--- src/rtl/dic_map.vh ---
`ifndef DIC_MAP_VH
`define DIC_MAP_VH
// ==========================================
// Register byte offsets
`define DIC_ADR_POLARITY 8'h00
`define DIC_ADR_AC_MODE 8'h04
`define DIC_ADR_RAW 8'h08
`define DIC_ADR_STATE 8'h0C
`define DIC_ADR_RELAY_MAP 8'h10
`define DIC_ADR_CNT_CLEAR 8'h14
`define DIC_ADR_PICKUP_BASE 8'h20
`define DIC_ADR_RELEASE_BASE 8'h40
`define DIC_ADR_COUNT_BASE 8'h60
`define DIC_BANK_MASK 8'hE0
// ==========================================
// Reset values
`define DIC_RST_POLARITY 8'h00
`define DIC_RST_AC_MODE 8'h00
`define DIC_RST_RELAY_MAP 8'h00
`define DIC_RST_DELAY 21'h000000
// ==========================================
// Field values
`define DIC_POL_NO 1'b0
`define DIC_POL_NC 1'b1
`define DIC_CLEAR_CMD 1'b1
// ==========================================
// Timing
`define DIC_CLK_HZ 20000000
`define DIC_TICK_US 1000
`define DIC_MS_CYCLES ((`DIC_CLK_HZ / 1000000) * `DIC_TICK_US)
`define DIC_CYCLE_MS 5
`define DIC_AC_DELAY_MS 30
`define DIC_DELAY_MAX_MS 1800000
`define DIC_DELAY_W 21
`define DIC_TIMER_W 22
`define DIC_CNT_W 32
`endif

--- src/rtl/dic_channel.v ---
`timescale 1ns/100ps
`include "dic_map.vh"
// ==========================================
// One input channel: delay qualifier and rising-edge counter
module dic_channel (
  // Clock and reset
  input wire clk_i,
  input wire rst_i,
  // Timing
  input wire ms_tick_i,
  // Settings
  input wire ac_mode_i,
  input wire [`DIC_DELAY_W-1:0] pickup_i,
  input wire [`DIC_DELAY_W-1:0] release_i,
  input wire clear_i,
  // Level after polarity, sampled each program cycle
  input wire level_i,
  // Results
  output reg state_o,
  output reg [`DIC_CNT_W-1:0] count_o
);
  reg [`DIC_TIMER_W-1:0] timer;
  reg [`DIC_TIMER_W-1:0] need;
  // Fixed extra release time in alternating mode, cut to timer width below
  localparam [31:0] AC_EXTRA = `DIC_AC_DELAY_MS;

  // Delay that the pending change must hold for
  always @* begin
    if (level_i) begin
      need = {1'b0, pickup_i};
    end else begin
      need = {1'b0, release_i} + (ac_mode_i ? AC_EXTRA[`DIC_TIMER_W-1:0] : {`DIC_TIMER_W{1'b0}});
    end
  end

  // Timer restarts whenever the level agrees with the state again
  always @(posedge clk_i or posedge rst_i) begin
    if (rst_i) begin
      timer <= {`DIC_TIMER_W{1'b0}};
      state_o <= 1'b0;
    end else if (level_i == state_o) begin
      timer <= {`DIC_TIMER_W{1'b0}};
    end else if (timer >= need) begin
      state_o <= level_i;
      timer <= {`DIC_TIMER_W{1'b0}};
    end else if (ms_tick_i) begin
      timer <= timer + 1'b1;
    end
  end

  // Count 0 to 1 changes; a change in the clear cycle still counts
  always @(posedge clk_i or posedge rst_i) begin
    if (rst_i) begin
      count_o <= {`DIC_CNT_W{1'b0}};
    end else begin
      if (level_i != state_o && timer >= need && level_i) begin
        count_o <= (clear_i ? {`DIC_CNT_W{1'b0}} : count_o) + 1'b1;
      end else if (clear_i) begin
        count_o <= {`DIC_CNT_W{1'b0}};
      end
    end
  end
endmodule

--- src/rtl/dic_tick.v ---
`timescale 1ns/100ps
`include "dic_map.vh"
// ==========================================
// Millisecond tick and program cycle tick
module dic_tick #(
  parameter MS_CYCLES = `DIC_MS_CYCLES,
  parameter CYCLE_MS = `DIC_CYCLE_MS
) (
  // Clock and reset
  input wire clk_i,
  input wire rst_i,
  // Tick pulses
  output reg ms_tick_o,
  output reg cycle_tick_o
);
  reg [31:0] div;
  reg [7:0] ms_cnt;

  // Prescaler and program cycle counter
  always @(posedge clk_i or posedge rst_i) begin
    if (rst_i) begin
      div <= 32'h00000000;
      ms_cnt <= 8'h00;
      ms_tick_o <= 1'b0;
      cycle_tick_o <= 1'b0;
    end else begin
      ms_tick_o <= 1'b0;
      cycle_tick_o <= 1'b0;
      if (div == MS_CYCLES - 1) begin
        div <= 32'h00000000;
        ms_tick_o <= 1'b1;
        if (ms_cnt == CYCLE_MS - 1) begin
          ms_cnt <= 8'h00;
          cycle_tick_o <= 1'b1;
        end else begin
          ms_cnt <= ms_cnt + 8'h01;
        end
      end else begin
        div <= div + 32'h00000001;
      end
    end
  end
endmodule

--- src/rtl/dic_top.v ---
// What this block does
// - Sample every input channel once per 5 ms program cycle.
// - Polarity 0 reports energized as 1; polarity 1 reports energized as 0.
// - Qualify each 0 to 1 change with a programmable pickup delay, default zero.
// - Qualify each 1 to 0 change with a separate release delay, default zero.
// - Alternating input mode adds a fixed 30 ms to the release delay.
// - Internal consumers see the state one program cycle later.
// - Directly mapped relay outputs update one further program cycle later.
// - Each channel counts its 0 to 1 state changes in 32 bits.
// - Writing the clear command restarts that channel's counter from zero, still counting a 0 to 1 change in the same cycle.
//
// Implementation choices: the register offsets and the Wishbone register port.
`timescale 1ns/100ps
`include "dic_map.vh"
module dic_top #(
  parameter N = 8,
  parameter MS_CYCLES = `DIC_MS_CYCLES
) (
  // Clock and reset
  input wire CLK_I,
  input wire SYS_RST_I,
  // Wishbone slave
  input wire CYC_I,
  input wire STB_I,
  input wire WE_I,
  input wire [7:0] ADR_I,
  input wire [3:0] SEL_I,
  input wire [31:0] DAT_I,
  output reg [31:0] DAT_O,
  output reg ACK_O,
  // Field contacts, high when energized
  input wire [N-1:0] DIN_I,
  // Conditioned state for internal logic
  output reg [N-1:0] STATE_O,
  // Relay drive for directly mapped channels
  output reg [N-1:0] RELAY_OUTPUT_O
);
  localparam DW = `DIC_DELAY_W;
  localparam CW = `DIC_CNT_W;

  // ==========================================
  // Byte lane merge, shared by all writable registers except the clear strobes
  function [31:0] dic_merge;
    input [31:0] old;
    input [31:0] dat;
    input [3:0] sel;
    integer b;
    begin
      dic_merge = old;
      for (b = 0; b < 4; b = b + 1) begin
        if (sel[b]) begin
          dic_merge[b*8 +: 8] = dat[b*8 +: 8];
        end
      end
    end
  endfunction

  // Delays above the range are held at the top of the range
  function [DW-1:0] dic_clamp;
    input [31:0] v;
    reg [31:0] top;
    begin
      top = `DIC_DELAY_MAX_MS;
      if (v > top) begin
        dic_clamp = top[DW-1:0];
      end else begin
        dic_clamp = v[DW-1:0];
      end
    end
  endfunction

  // Word aligned hit in one per-channel bank, channel within range
  function dic_bank_hit;
    input [7:0] adr;
    input [7:0] base;
    begin
      dic_bank_hit = ((adr & `DIC_BANK_MASK) == base) && (adr[1:0] == 2'b00) && ({29'h00000000, adr[4:2]} < N);
    end
  endfunction

  // ==========================================
  // Ticks
  wire ms_tick;
  wire cycle_tick;

  dic_tick #(
    .MS_CYCLES(MS_CYCLES),
    .CYCLE_MS(`DIC_CYCLE_MS)
  ) u_tick (
    .clk_i(CLK_I),
    .rst_i(SYS_RST_I),
    .ms_tick_o(ms_tick),
    .cycle_tick_o(cycle_tick)
  );

  // ==========================================
  // Bus decode
  reg [N-1:0] polarity;
  reg [N-1:0] alternating_input_mode;
  reg [N-1:0] relay_map;
  reg [N-1:0] raw;
  reg [N-1:0] clear;
  reg [N*DW-1:0] pickup_all;
  reg [N*DW-1:0] release_all;
  wire [N*CW-1:0] count_all;
  wire [N-1:0] cond_state;
  wire req = CYC_I & STB_I & ~ACK_O;
  wire wr = req & WE_I;
  wire [2:0] ch = ADR_I[4:2];
  // Bank hits; pickup and release feed the write, merge and read paths, count only the read path
  wire hit_pickup = dic_bank_hit(ADR_I, `DIC_ADR_PICKUP_BASE);
  wire hit_release = dic_bank_hit(ADR_I, `DIC_ADR_RELEASE_BASE);
  wire hit_count = dic_bank_hit(ADR_I, `DIC_ADR_COUNT_BASE);
  // Working values of the combinational paths
  reg [31:0] next_dat;
  reg [31:0] merged;
  reg [N-1:0] level;
  integer i;
  integer j;

  // ==========================================
  // Register writes; unmapped writes are acknowledged and dropped
  // Writes land at the edge that takes the request, the same edge that raises ack
  // Polarity, one bit per channel
  always @(posedge CLK_I or posedge SYS_RST_I) begin
    if (SYS_RST_I) begin
      polarity <= `DIC_RST_POLARITY;
    end else if (wr && (ADR_I == `DIC_ADR_POLARITY)) begin
      polarity <= merged[N-1:0];
    end
  end

  // Alternating input mode, one bit per channel
  always @(posedge CLK_I or posedge SYS_RST_I) begin
    if (SYS_RST_I) begin
      alternating_input_mode <= `DIC_RST_AC_MODE;
    end else if (wr && (ADR_I == `DIC_ADR_AC_MODE)) begin
      alternating_input_mode <= merged[N-1:0];
    end
  end

  // Relay map; unmapped channels never drive their relay
  always @(posedge CLK_I or posedge SYS_RST_I) begin
    if (SYS_RST_I) begin
      relay_map <= `DIC_RST_RELAY_MAP;
    end else if (wr && (ADR_I == `DIC_ADR_RELAY_MAP)) begin
      relay_map <= merged[N-1:0];
    end
  end

  // Clear strobes last one cycle; a strobe held past ack clears again once ack falls
  always @(posedge CLK_I or posedge SYS_RST_I) begin
    if (SYS_RST_I) begin
      clear <= {N{1'b0}};
    end else begin
      for (i = 0; i < N; i = i + 1) begin
        clear[i] <= wr && (ADR_I == `DIC_ADR_CNT_CLEAR) && SEL_I[i/8] && (DAT_I[i] == `DIC_CLEAR_CMD);
      end
    end
  end

  // Pickup delays, clamped to the top of the range on the way in
  always @(posedge CLK_I or posedge SYS_RST_I) begin
    if (SYS_RST_I) begin
      pickup_all <= {N{`DIC_RST_DELAY}};
    end else if (wr && hit_pickup) begin
      pickup_all[ch*DW +: DW] <= dic_clamp(merged);
    end
  end

  // Release delays, clamped the same way
  always @(posedge CLK_I or posedge SYS_RST_I) begin
    if (SYS_RST_I) begin
      release_all <= {N{`DIC_RST_DELAY}};
    end else if (wr && hit_release) begin
      release_all[ch*DW +: DW] <= dic_clamp(merged);
    end
  end

  // Old value of the addressed writable register, for byte lane merge
  always @* begin
    merged = 32'h00000000;
    case (ADR_I)
      `DIC_ADR_POLARITY: merged[N-1:0] = polarity;
      `DIC_ADR_AC_MODE: merged[N-1:0] = alternating_input_mode;
      `DIC_ADR_RELAY_MAP: merged[N-1:0] = relay_map;
      default: begin
        if (hit_pickup) begin
          merged[DW-1:0] = pickup_all[ch*DW +: DW];
        end
        if (hit_release) begin
          merged[DW-1:0] = release_all[ch*DW +: DW];
        end
      end
    endcase
    merged = dic_merge(merged, DAT_I, SEL_I);
  end

  // ==========================================
  // Read mux; unmapped addresses read as zero
  always @* begin
    next_dat = 32'h00000000;
    case (ADR_I)
      `DIC_ADR_POLARITY: next_dat[N-1:0] = polarity;
      `DIC_ADR_AC_MODE: next_dat[N-1:0] = alternating_input_mode;
      `DIC_ADR_RAW: next_dat[N-1:0] = raw;
      `DIC_ADR_STATE: next_dat[N-1:0] = cond_state;
      `DIC_ADR_RELAY_MAP: next_dat[N-1:0] = relay_map;
      default: begin
        if (hit_pickup) begin
          next_dat[DW-1:0] = pickup_all[ch*DW +: DW];
        end
        if (hit_release) begin
          next_dat[DW-1:0] = release_all[ch*DW +: DW];
        end
        if (hit_count) begin
          next_dat = count_all[ch*CW +: CW];
        end
      end
    endcase
  end

  // One wait state: ack a cycle after the strobe, drop it the next
  // A strobe still held after ack is taken again only once ack falls
  always @(posedge CLK_I or posedge SYS_RST_I) begin
    if (SYS_RST_I) begin
      ACK_O <= 1'b0;
    end else begin
      ACK_O <= req;
    end
  end

  // Read data stands until the next read, so a slow master still sees it
  always @(posedge CLK_I or posedge SYS_RST_I) begin
    if (SYS_RST_I) begin
      DAT_O <= 32'h00000000;
    end else if (req && !WE_I) begin
      DAT_O <= next_dat;
    end
  end

  // ==========================================
  // Sampling and staged outputs
  // Worst case chain: 5 ms to sample, 5 to stage, 5 more to the relay
  // Reported level: energized reads 1 unless the channel is normally closed
  always @* begin
    level = {N{1'b0}};
    for (j = 0; j < N; j = j + 1) begin
      level[j] = raw[j] ^ (polarity[j] == `DIC_POL_NC);
    end
  end

  // Held between cycle ticks, so contact bounce between two cycle ticks is never seen
  always @(posedge CLK_I or posedge SYS_RST_I) begin
    if (SYS_RST_I) begin
      raw <= {N{1'b0}};
    end else if (cycle_tick) begin
      raw <= DIN_I;
    end
  end

  // Internal consumers act on the qualified state one cycle later
  always @(posedge CLK_I or posedge SYS_RST_I) begin
    if (SYS_RST_I) begin
      STATE_O <= {N{1'b0}};
    end else if (cycle_tick) begin
      STATE_O <= cond_state;
    end
  end

  // Relay drive follows the staged state, one further cycle behind
  always @(posedge CLK_I or posedge SYS_RST_I) begin
    if (SYS_RST_I) begin
      RELAY_OUTPUT_O <= {N{1'b0}};
    end else if (cycle_tick) begin
      RELAY_OUTPUT_O <= STATE_O & relay_map;
    end
  end

  // ==========================================
  // Channels
  // Each channel owns its qualifier timer and its edge counter
  genvar g;
  generate
    for (g = 0; g < N; g = g + 1) begin : g_ch
      dic_channel u_ch (
        .clk_i(CLK_I),
        .rst_i(SYS_RST_I),
        .ms_tick_i(ms_tick),
        .ac_mode_i(alternating_input_mode[g]),
        .pickup_i(pickup_all[g*DW +: DW]),
        .release_i(release_all[g*DW +: DW]),
        .clear_i(clear[g]),
        .level_i(level[g]),
        .state_o(cond_state[g]),
        .count_o(count_all[g*CW +: CW])
      );
    end
  endgenerate
endmodule

--- config.mk ---
export PLATFORM = sky130hd
export DESIGN_NAME = dic_top
export DESIGN_NICKNAME = d
export VERILOG_FILES = /design/src/rtl/dic_channel.v /design/src/rtl/dic_tick.v /design/src/rtl/dic_top.v
export VERILOG_INCLUDE_DIRS = /design/src /design/src/rtl
export SDC_FILE = /design/constraint.sdc
export NUM_CORES = 2
export LEC_CHECK = 0
export ABC_AREA = 1
export ABC_CLOCK_PERIOD_IN_PS = 63300
export BUFFER_PORTS_ARGS = -buffer_cell sky130_fd_sc_hd__buf_2
export CORE_ASPECT_RATIO = 1.75
export CORE_UTILIZATION = 55
export CTS_BUF_LIST = sky130_fd_sc_hd__clkbuf_4 sky130_fd_sc_hd__clkbuf_8
export CTS_CLUSTER_DIAMETER = 100
export CTS_CLUSTER_SIZE = 20
export DETAILED_ROUTE_END_ITERATION = 8
export PLACE_DENSITY = 0.7
export SKIP_LAST_GASP = 1
export SLEW_MARGIN = 0
export SYNTH_ARGS = -nofsm -noshare
export SYNTH_HDL_FRONTEND = slang
export SYNTH_SLANG_ARGS = --single-unit
export TNS_END_PERCENT = 10
--- constraint.sdc ---
create_clock -name CLK_I -period 63.3 [get_ports CLK_I]
set_input_delay 3.165 -clock CLK_I [delete_from_list [all_inputs] [get_ports CLK_I]]
set_output_delay 3.165 -clock CLK_I [all_outputs]
set_load 0.1 [all_outputs]
# Word level (Yosys, flattened, before mapping)
# Cells that the tools add are included.
[totals]
ff_bits = 907
input_bits = 57
output_inout_bits = 49
[classes]
n_addsub = 27
mul = 1
n_lt_le_gt_ge = 9
n_eq_ne = 26
shifts = 6
muxes = 77
bitwise_logic = 21
n_reduce_logical = 56
[op_table]
columns = ["operator", "count"]
rows = [
  ["two-way mux 22 bit", 32],
  ["two-way mux 32 bit", 18],
  ["bitwise mux 168 bit", 2],
  ["indexed part select 168 x 9 -> 21 bit", 2],
  ["indexed part select 21 x 34 -> 168 bit", 2],
  ["adder 32 x 1 -> 32 bit (second input constant)", 9],
  ["indexed part select 256 x 9 -> 32 bit", 1],
  ["adder 21 x 22 -> 22 bit", 8],
  ["adder 22 x 1 -> 22 bit (second input constant)", 8],
  [">= comparator 22 bit", 8],
  ["variable shift 21 x 34 -> 168 bit (first input constant)", 1],
  ["two-way mux 21 bit", 5],
  ["two-way mux 5 bit", 8],
  ["two-way mux 8 bit", 5],
  ["one-hot mux 8 bit (5 select lines)", 1],
  ["logical AND 1 bit", 35],
  ["negator 8 -> 34 bit", 1],
  ["equality test 32 x 15 -> 1 bit (second input constant)", 1],
  ["greater-than comparator 32 x 21 -> 1 bit (second input constant)", 1],
  ["two-way mux 24 bit", 1],
  ["one-hot mux 8 bit (3 select lines)", 1],
  ["nonzero test 3 bit", 8],
  ["equality test 8 x 3 -> 1 bit (second input constant)", 2],
  ["equality test 8 x 4 -> 1 bit (second input constant)", 2],
  ["other kinds (19)", 61],
]

# Depth between registers and ports, before layout
[logic_depth]
depth_word = 11
ltp_mapped = 33
ltp_nobuf = 33

# Cells and area by module
# A second synthesis with hierarchy kept.
[hier_totals]
cells_unflattened = 10092
area_unflattened_um2 = 66184.7
[modules_own_cells]
columns = ["mod", "n_inst", "cells_each", "area_each_um2"]
rows = [
  ["dic_channel at g_ch[1].u_ch ...", 6, 826, 5107.4],
  ["dic_top", 1, 3109, 22738.1],
  ["dic_channel at g_ch[0].u_ch ...", 2, 809, 5091.1],
  ["dic_tick", 1, 409, 2620.0],
]

# Worst setup path after synthesis
# OpenSTA, ideal clock, no wires.
[synth_path]
kind = "input-to-reg"
start = "input port ADR_I[3]"
end = "register pickup_all[117]"
t_arrival_ps = 6275
required_time_ps = 63222
slack_ps = 56947
cell_stages = 26
n_path_buf = 6
path_cell_list = "inv_2 > buf_2 > clkbuf_1 > clkbuf_1 > clkbuf_1 > ha_1 > clkinv_1 > nor2_1 > nand2_1 > inv_1 > nand2_1 > nand2_1 > nor2_1 > nand3_1 > nand2_1 > nand2_1 > nor2_1 > nand2_1 > nor2_1 > nand2_1 > nand2_2 > buf_6 > buf_6 > nand2_4 > nand3_2 > a21oi_1"
[synth_via]
elab_chain_len = 11
elab_cells_between_ends = 21
classes_between = "add/sub: 1; mul: 1; order compare: 1; eq/ne: 2; shift: 4; mux: 10; reduce/logical: 2"
[synth_lines]
columns = ["item", "line", "source"]
rows = [
  ["start: declaration", "dic_top.v:26", "input wire [7:0] ADR_I,"],
  ["multiplier 3 x 5 -> 8 bit", "dic_top.v:167, dic_top.v:189, dic_top.v:192", ""],
  ["indexed part select 168 x 9 -> 21 bit", "dic_top.v:189", "merged[DW-1:0] = pickup_all[ch*DW +: DW];"],
  ["two-way mux 21 bit", "dic_top.v:188", "if (hit_pickup) begin"],
  ["two-way mux 21 bit", "dic_top.v:191", "if (hit_release) begin"],
  ["one-hot mux 8 bit (3 select lines) or two-way mux 13 bit (tied branches)", "dic_top.v:183", "case (ADR_I)"],
  ["two-way mux 8 bit", "dic_top.v:51", "if (sel[b]) begin"],
  ["greater-than comparator 32 x 21 -> 1 bit", "dic_top.v:64", "if (v > top) begin"],
  ["two-way mux 21 bit", "dic_top.v:64", ""],
  ["two-way mux 21 bit", "dic_top.v:166", "end else if (wr && hit_pickup) begin"],
  ["indexed part select 21 x 34 -> 168 bit", "dic_top.v:167", "pickup_all[ch*DW +: DW] <= dic_clamp(merged);"],
  ["bitwise mux 168 bit *", "dic_top.v:167", ""],
  ["end signal: assignment", "dic_top.v:165", "pickup_all <= {N{`DIC_RST_DELAY}};"],
  ["end signal: indexed assignment", "dic_top.v:167", ""],
  ["end: declaration", "dic_top.v:103", "reg [N*DW-1:0] pickup_all;"],
]
# Mark *: on every way between the ends. The rest lies on a longest branch, timed or not. The select of a mux whose other input is x is not followed.
# A chain may end at the register's enable or synchronous reset.

# Worst setup path in the final report
[layout_path]
start = "input port ADR_I[2]"
end = "register pickup_all[125]"
# The elaborated chain is that of the path after synthesis.

==> impl_metrics.csv <==
group,metric,value,unit
detailed_routing,routedWlPerCell,25.7,um
sta,max_freq,115,MHz
sta,rsz0062_at_grt,"no",
power,total_power,0.000978,W
sta,maxSlewHeadroom,0.192,
floorplan,core-area,0.106,mm2
detailed_routing,drt-pass1-iter-count,6,
floorplan,die_h,436,um
clock_network,clk_latency,0.87,ns
sta,worstMarginPinSlew,1.20,ns
logic_synthesis,synth_edf_count,0,
logic_synthesis,synth_area,0.0592,mm2
floorplan,die_w,250,um
place,io_buffers,105,
clock_network,cts-root-buf,"clkbuf_8",
place,hpwl,189000,um
layout,drive_above_1_share,0.0374,
sta,post-route-period-util,0.138,
logic_synthesis,seq_area_frac_synth,0.384,
worst_hold_path,hold_path_class,"flop to flop",
layout,final_util,0.578,
power,vdd.ir_drop.worst,0.0185,mV
floorplan,initial_core_util,0.556,
logic_synthesis,synth_top_area_cell,"dfrtp_1",
clock_network,htree_num_levels,2,
sta,hold_violations,0,
setup_path,critPathCaptureType,"flop",
sta,whs,0.469,ns
clock_network,cts_setup_buffers,0,
clock_network,postCtsHoldBufs,0,
logic_synthesis,synth_flop_cell,"dfrtp_1",
layout,final_nets,8527,
sta,period_needed,8.72,ns
detailed_routing,drcViolationCount,0,
global_routing,first_global_vias,56841,
place,gp_congestion,1.09,
setup_path,arrival,9.43,ns
logic_synthesis,syn_inst,8335,
global_routing,gr-total-overflow,0,
detailed_routing,postRouteAntennaNets,0,
logic_synthesis,synth_common_cells,"nand2_1, nor2_1, inv_1, dfrtp_1, o21ai_0",
flow_run,drv_cap,0,
sta,final.setup.tns,0,ns
sta,drv_slew,0,
layout,fin_area,0.0615,mm2
power,power.density,15.9,mW/mm2
clock_network,cts_buffer_depth,3,
clock_network,numCtsBuffers,51,
floorplan,rows,158,
global_routing,grtUsageTotal,0.452,
clock_network,clock-sinks,907,
floorplan,pin_count,106,
logic_synthesis,synth_top_cell_area_share,0.384,
detailed_routing,vias,58226,
sta,setup_viol,0,
clock_network,cts_resized,0,
run_status,status,"complete, no violations",
logic_synthesis,synth_cell_type_count,57,
logic_synthesis,avgSynthCellArea,7.10,um2
global_routing,grt_pass1_wl,363000,um
logic_synthesis,syn-num-nets,8631,
logic_synthesis,yosys_warnings,0,
layout,area_delta_synth_final,3.92,%
logic_synthesis,synthMostInstantiatedCell,"nand2_1",
global_routing,antenna_found_initial,29,
setup_path,critPathKind,"input port to flop",
power,cellLeakagePower,28.3,nW
setup_path,crit_fanout,167,
clock_network,path_clk_slew,0.13,ns
detailed_routing,wl,247000,um
global_routing,grt_max_degree,176,
logic_synthesis,ys_ff_latch,907,
clock_network,tritoncts,"built",
logic_synthesis,synthTopCellsByArea,"dfrtp_1, nand2_1, nor2_1",
setup_path,required,64.01,ns
place,placed_cell_area,0.0607,mm2
sta,fin_skew,0.0638,ns
setup_path,critPathLaunchType,"input port",
detailed_routing,drt_iter0_drc,5960,
logic_synthesis,synthArstFlopShare,1.00,
detailed_routing,viasPerCell,6.06,
floorplan,dieArea,0.109,mm2
layout,fill_cells,10372,
## per-stage QoR
step	instances	setup WS [ns]
after floorplan	8335	34.64
after global placement	9538	54.24
after detailed placement	9538	54.09
after CTS	9595	54.96
after global routing	9598	54.38
final	9611	54.58
## sequential cells by signal (all words and copies together), names as in the netlist, 32 cells and up
name	cells
g_ch.u_ch.timer	176
DAT_O	32
g_ch.u_ch.count_o	256
release_all	168
pickup_all	168
u_tick.div	32
## critical path: stages
cell	delay [ns]
buf_8	0.47
buf_12	0.65
buf_4	0.96
a21oi_1	0.15
o21ai_0	0.11
nand3_1	0.21
nand3_1	0.22
nand3_1	0.11
a21boi_2	0.52
nand3_1	0.22
nand3_1	0.14
nand3_1	0.09
nand2_2	0.59
buf_4	0.52
nand2_1	0.61
nand3_1	0.36
o21ai_0	0.12
## worst paths after layout
path | slack, ns | from | cells past startpoint | endpoint
max reg2reg | 56.34 | alternating_input_mode[3] | 30 | g_ch[3].u_ch.count_o[13]
min | 0.47 | u_tick.div[0] | 1 | u_tick.div[0]
min in group asynchronous | 2.40 | SYS_RST_I | 2 | g_ch[3].u_ch.count_o[11]
max | 54.58 | ADR_I[2] | 17 | pickup_all[125]
min reg2reg | 0.47 | u_tick.div[0] | 1 | u_tick.div[0]
max in group asynchronous | 56.01 | SYS_RST_I | 7 | g_ch[1].u_ch.timer[20]
## per-layer routing
layer  wire [um]  vias up  track usage
met5         173        -            0
met4       30900       28        0.457
met3       19700     1087       0.0967
met2      115000     2874        0.744
met1       80900    27464        0.469
li1            -    26773            -
## cells in the final DEF (no fill, tap or decap), drive strengths merged, types with 52 or more instances in the layout
| cell type | count |
|---|---|
| a21oi | 498 |
| inv | 1040 |
| nor2 | 1256 |
| nor3 | 252 |
| xor2 | 329 |
| xnor2 | 87 |
| o211ai | 52 |
| nand3 | 425 |
| dfrtp | 907 |
| clkbuf | 55 |
| nor4 | 83 |
| nand2 | 1694 |
| buf | 182 |
| o21ai | 681 |
| nand4 | 202 |
| ha | 231 |
## report_power, final
group | leakage (nW) | internal [W] | switching [W] | total [W]
combinational | 16.0 | 0.0000217 | 0.0000860 | 0.000108
clock | 0.395 | 0.0000770 | 0.000203 | 0.000280
sequential | 11.9 | 0.000584 | 0.00000709 | 0.000591
total | 28.3 | 0.000682 | 0.000296 | 0.000978
## final cells by class
cell class	count	area [um2]	share of cell area
Antenna cell	16	40.0	0.000651
Clock buffer	55	744	0.0121
Clock inverter	2	16.3	0.000265
Inverter	1050	3960	0.0643
Multi-Input combinational cell	6039	31200	0.507
Sequential cell	907	22700	0.369
Tap cell	1360	1700	0.0277
Timing Repair Buffer	182	1150	0.0188
## logic make-up (layout without fill, tap and decap cells)
group	count (synthesis)	after routing	synth area share
flops	907	907	0.384
other cells	0	16	0
mux	13	13	0.00224
xor+xnor	416	416	0.0616
buf+inv	1389	1289	0.0901
simple gates	4002	4002	0.287
fa+ha+maj	239	239	0.0515
compound gates	1369	1369	0.124
Power figures use the tool's default switching activity.
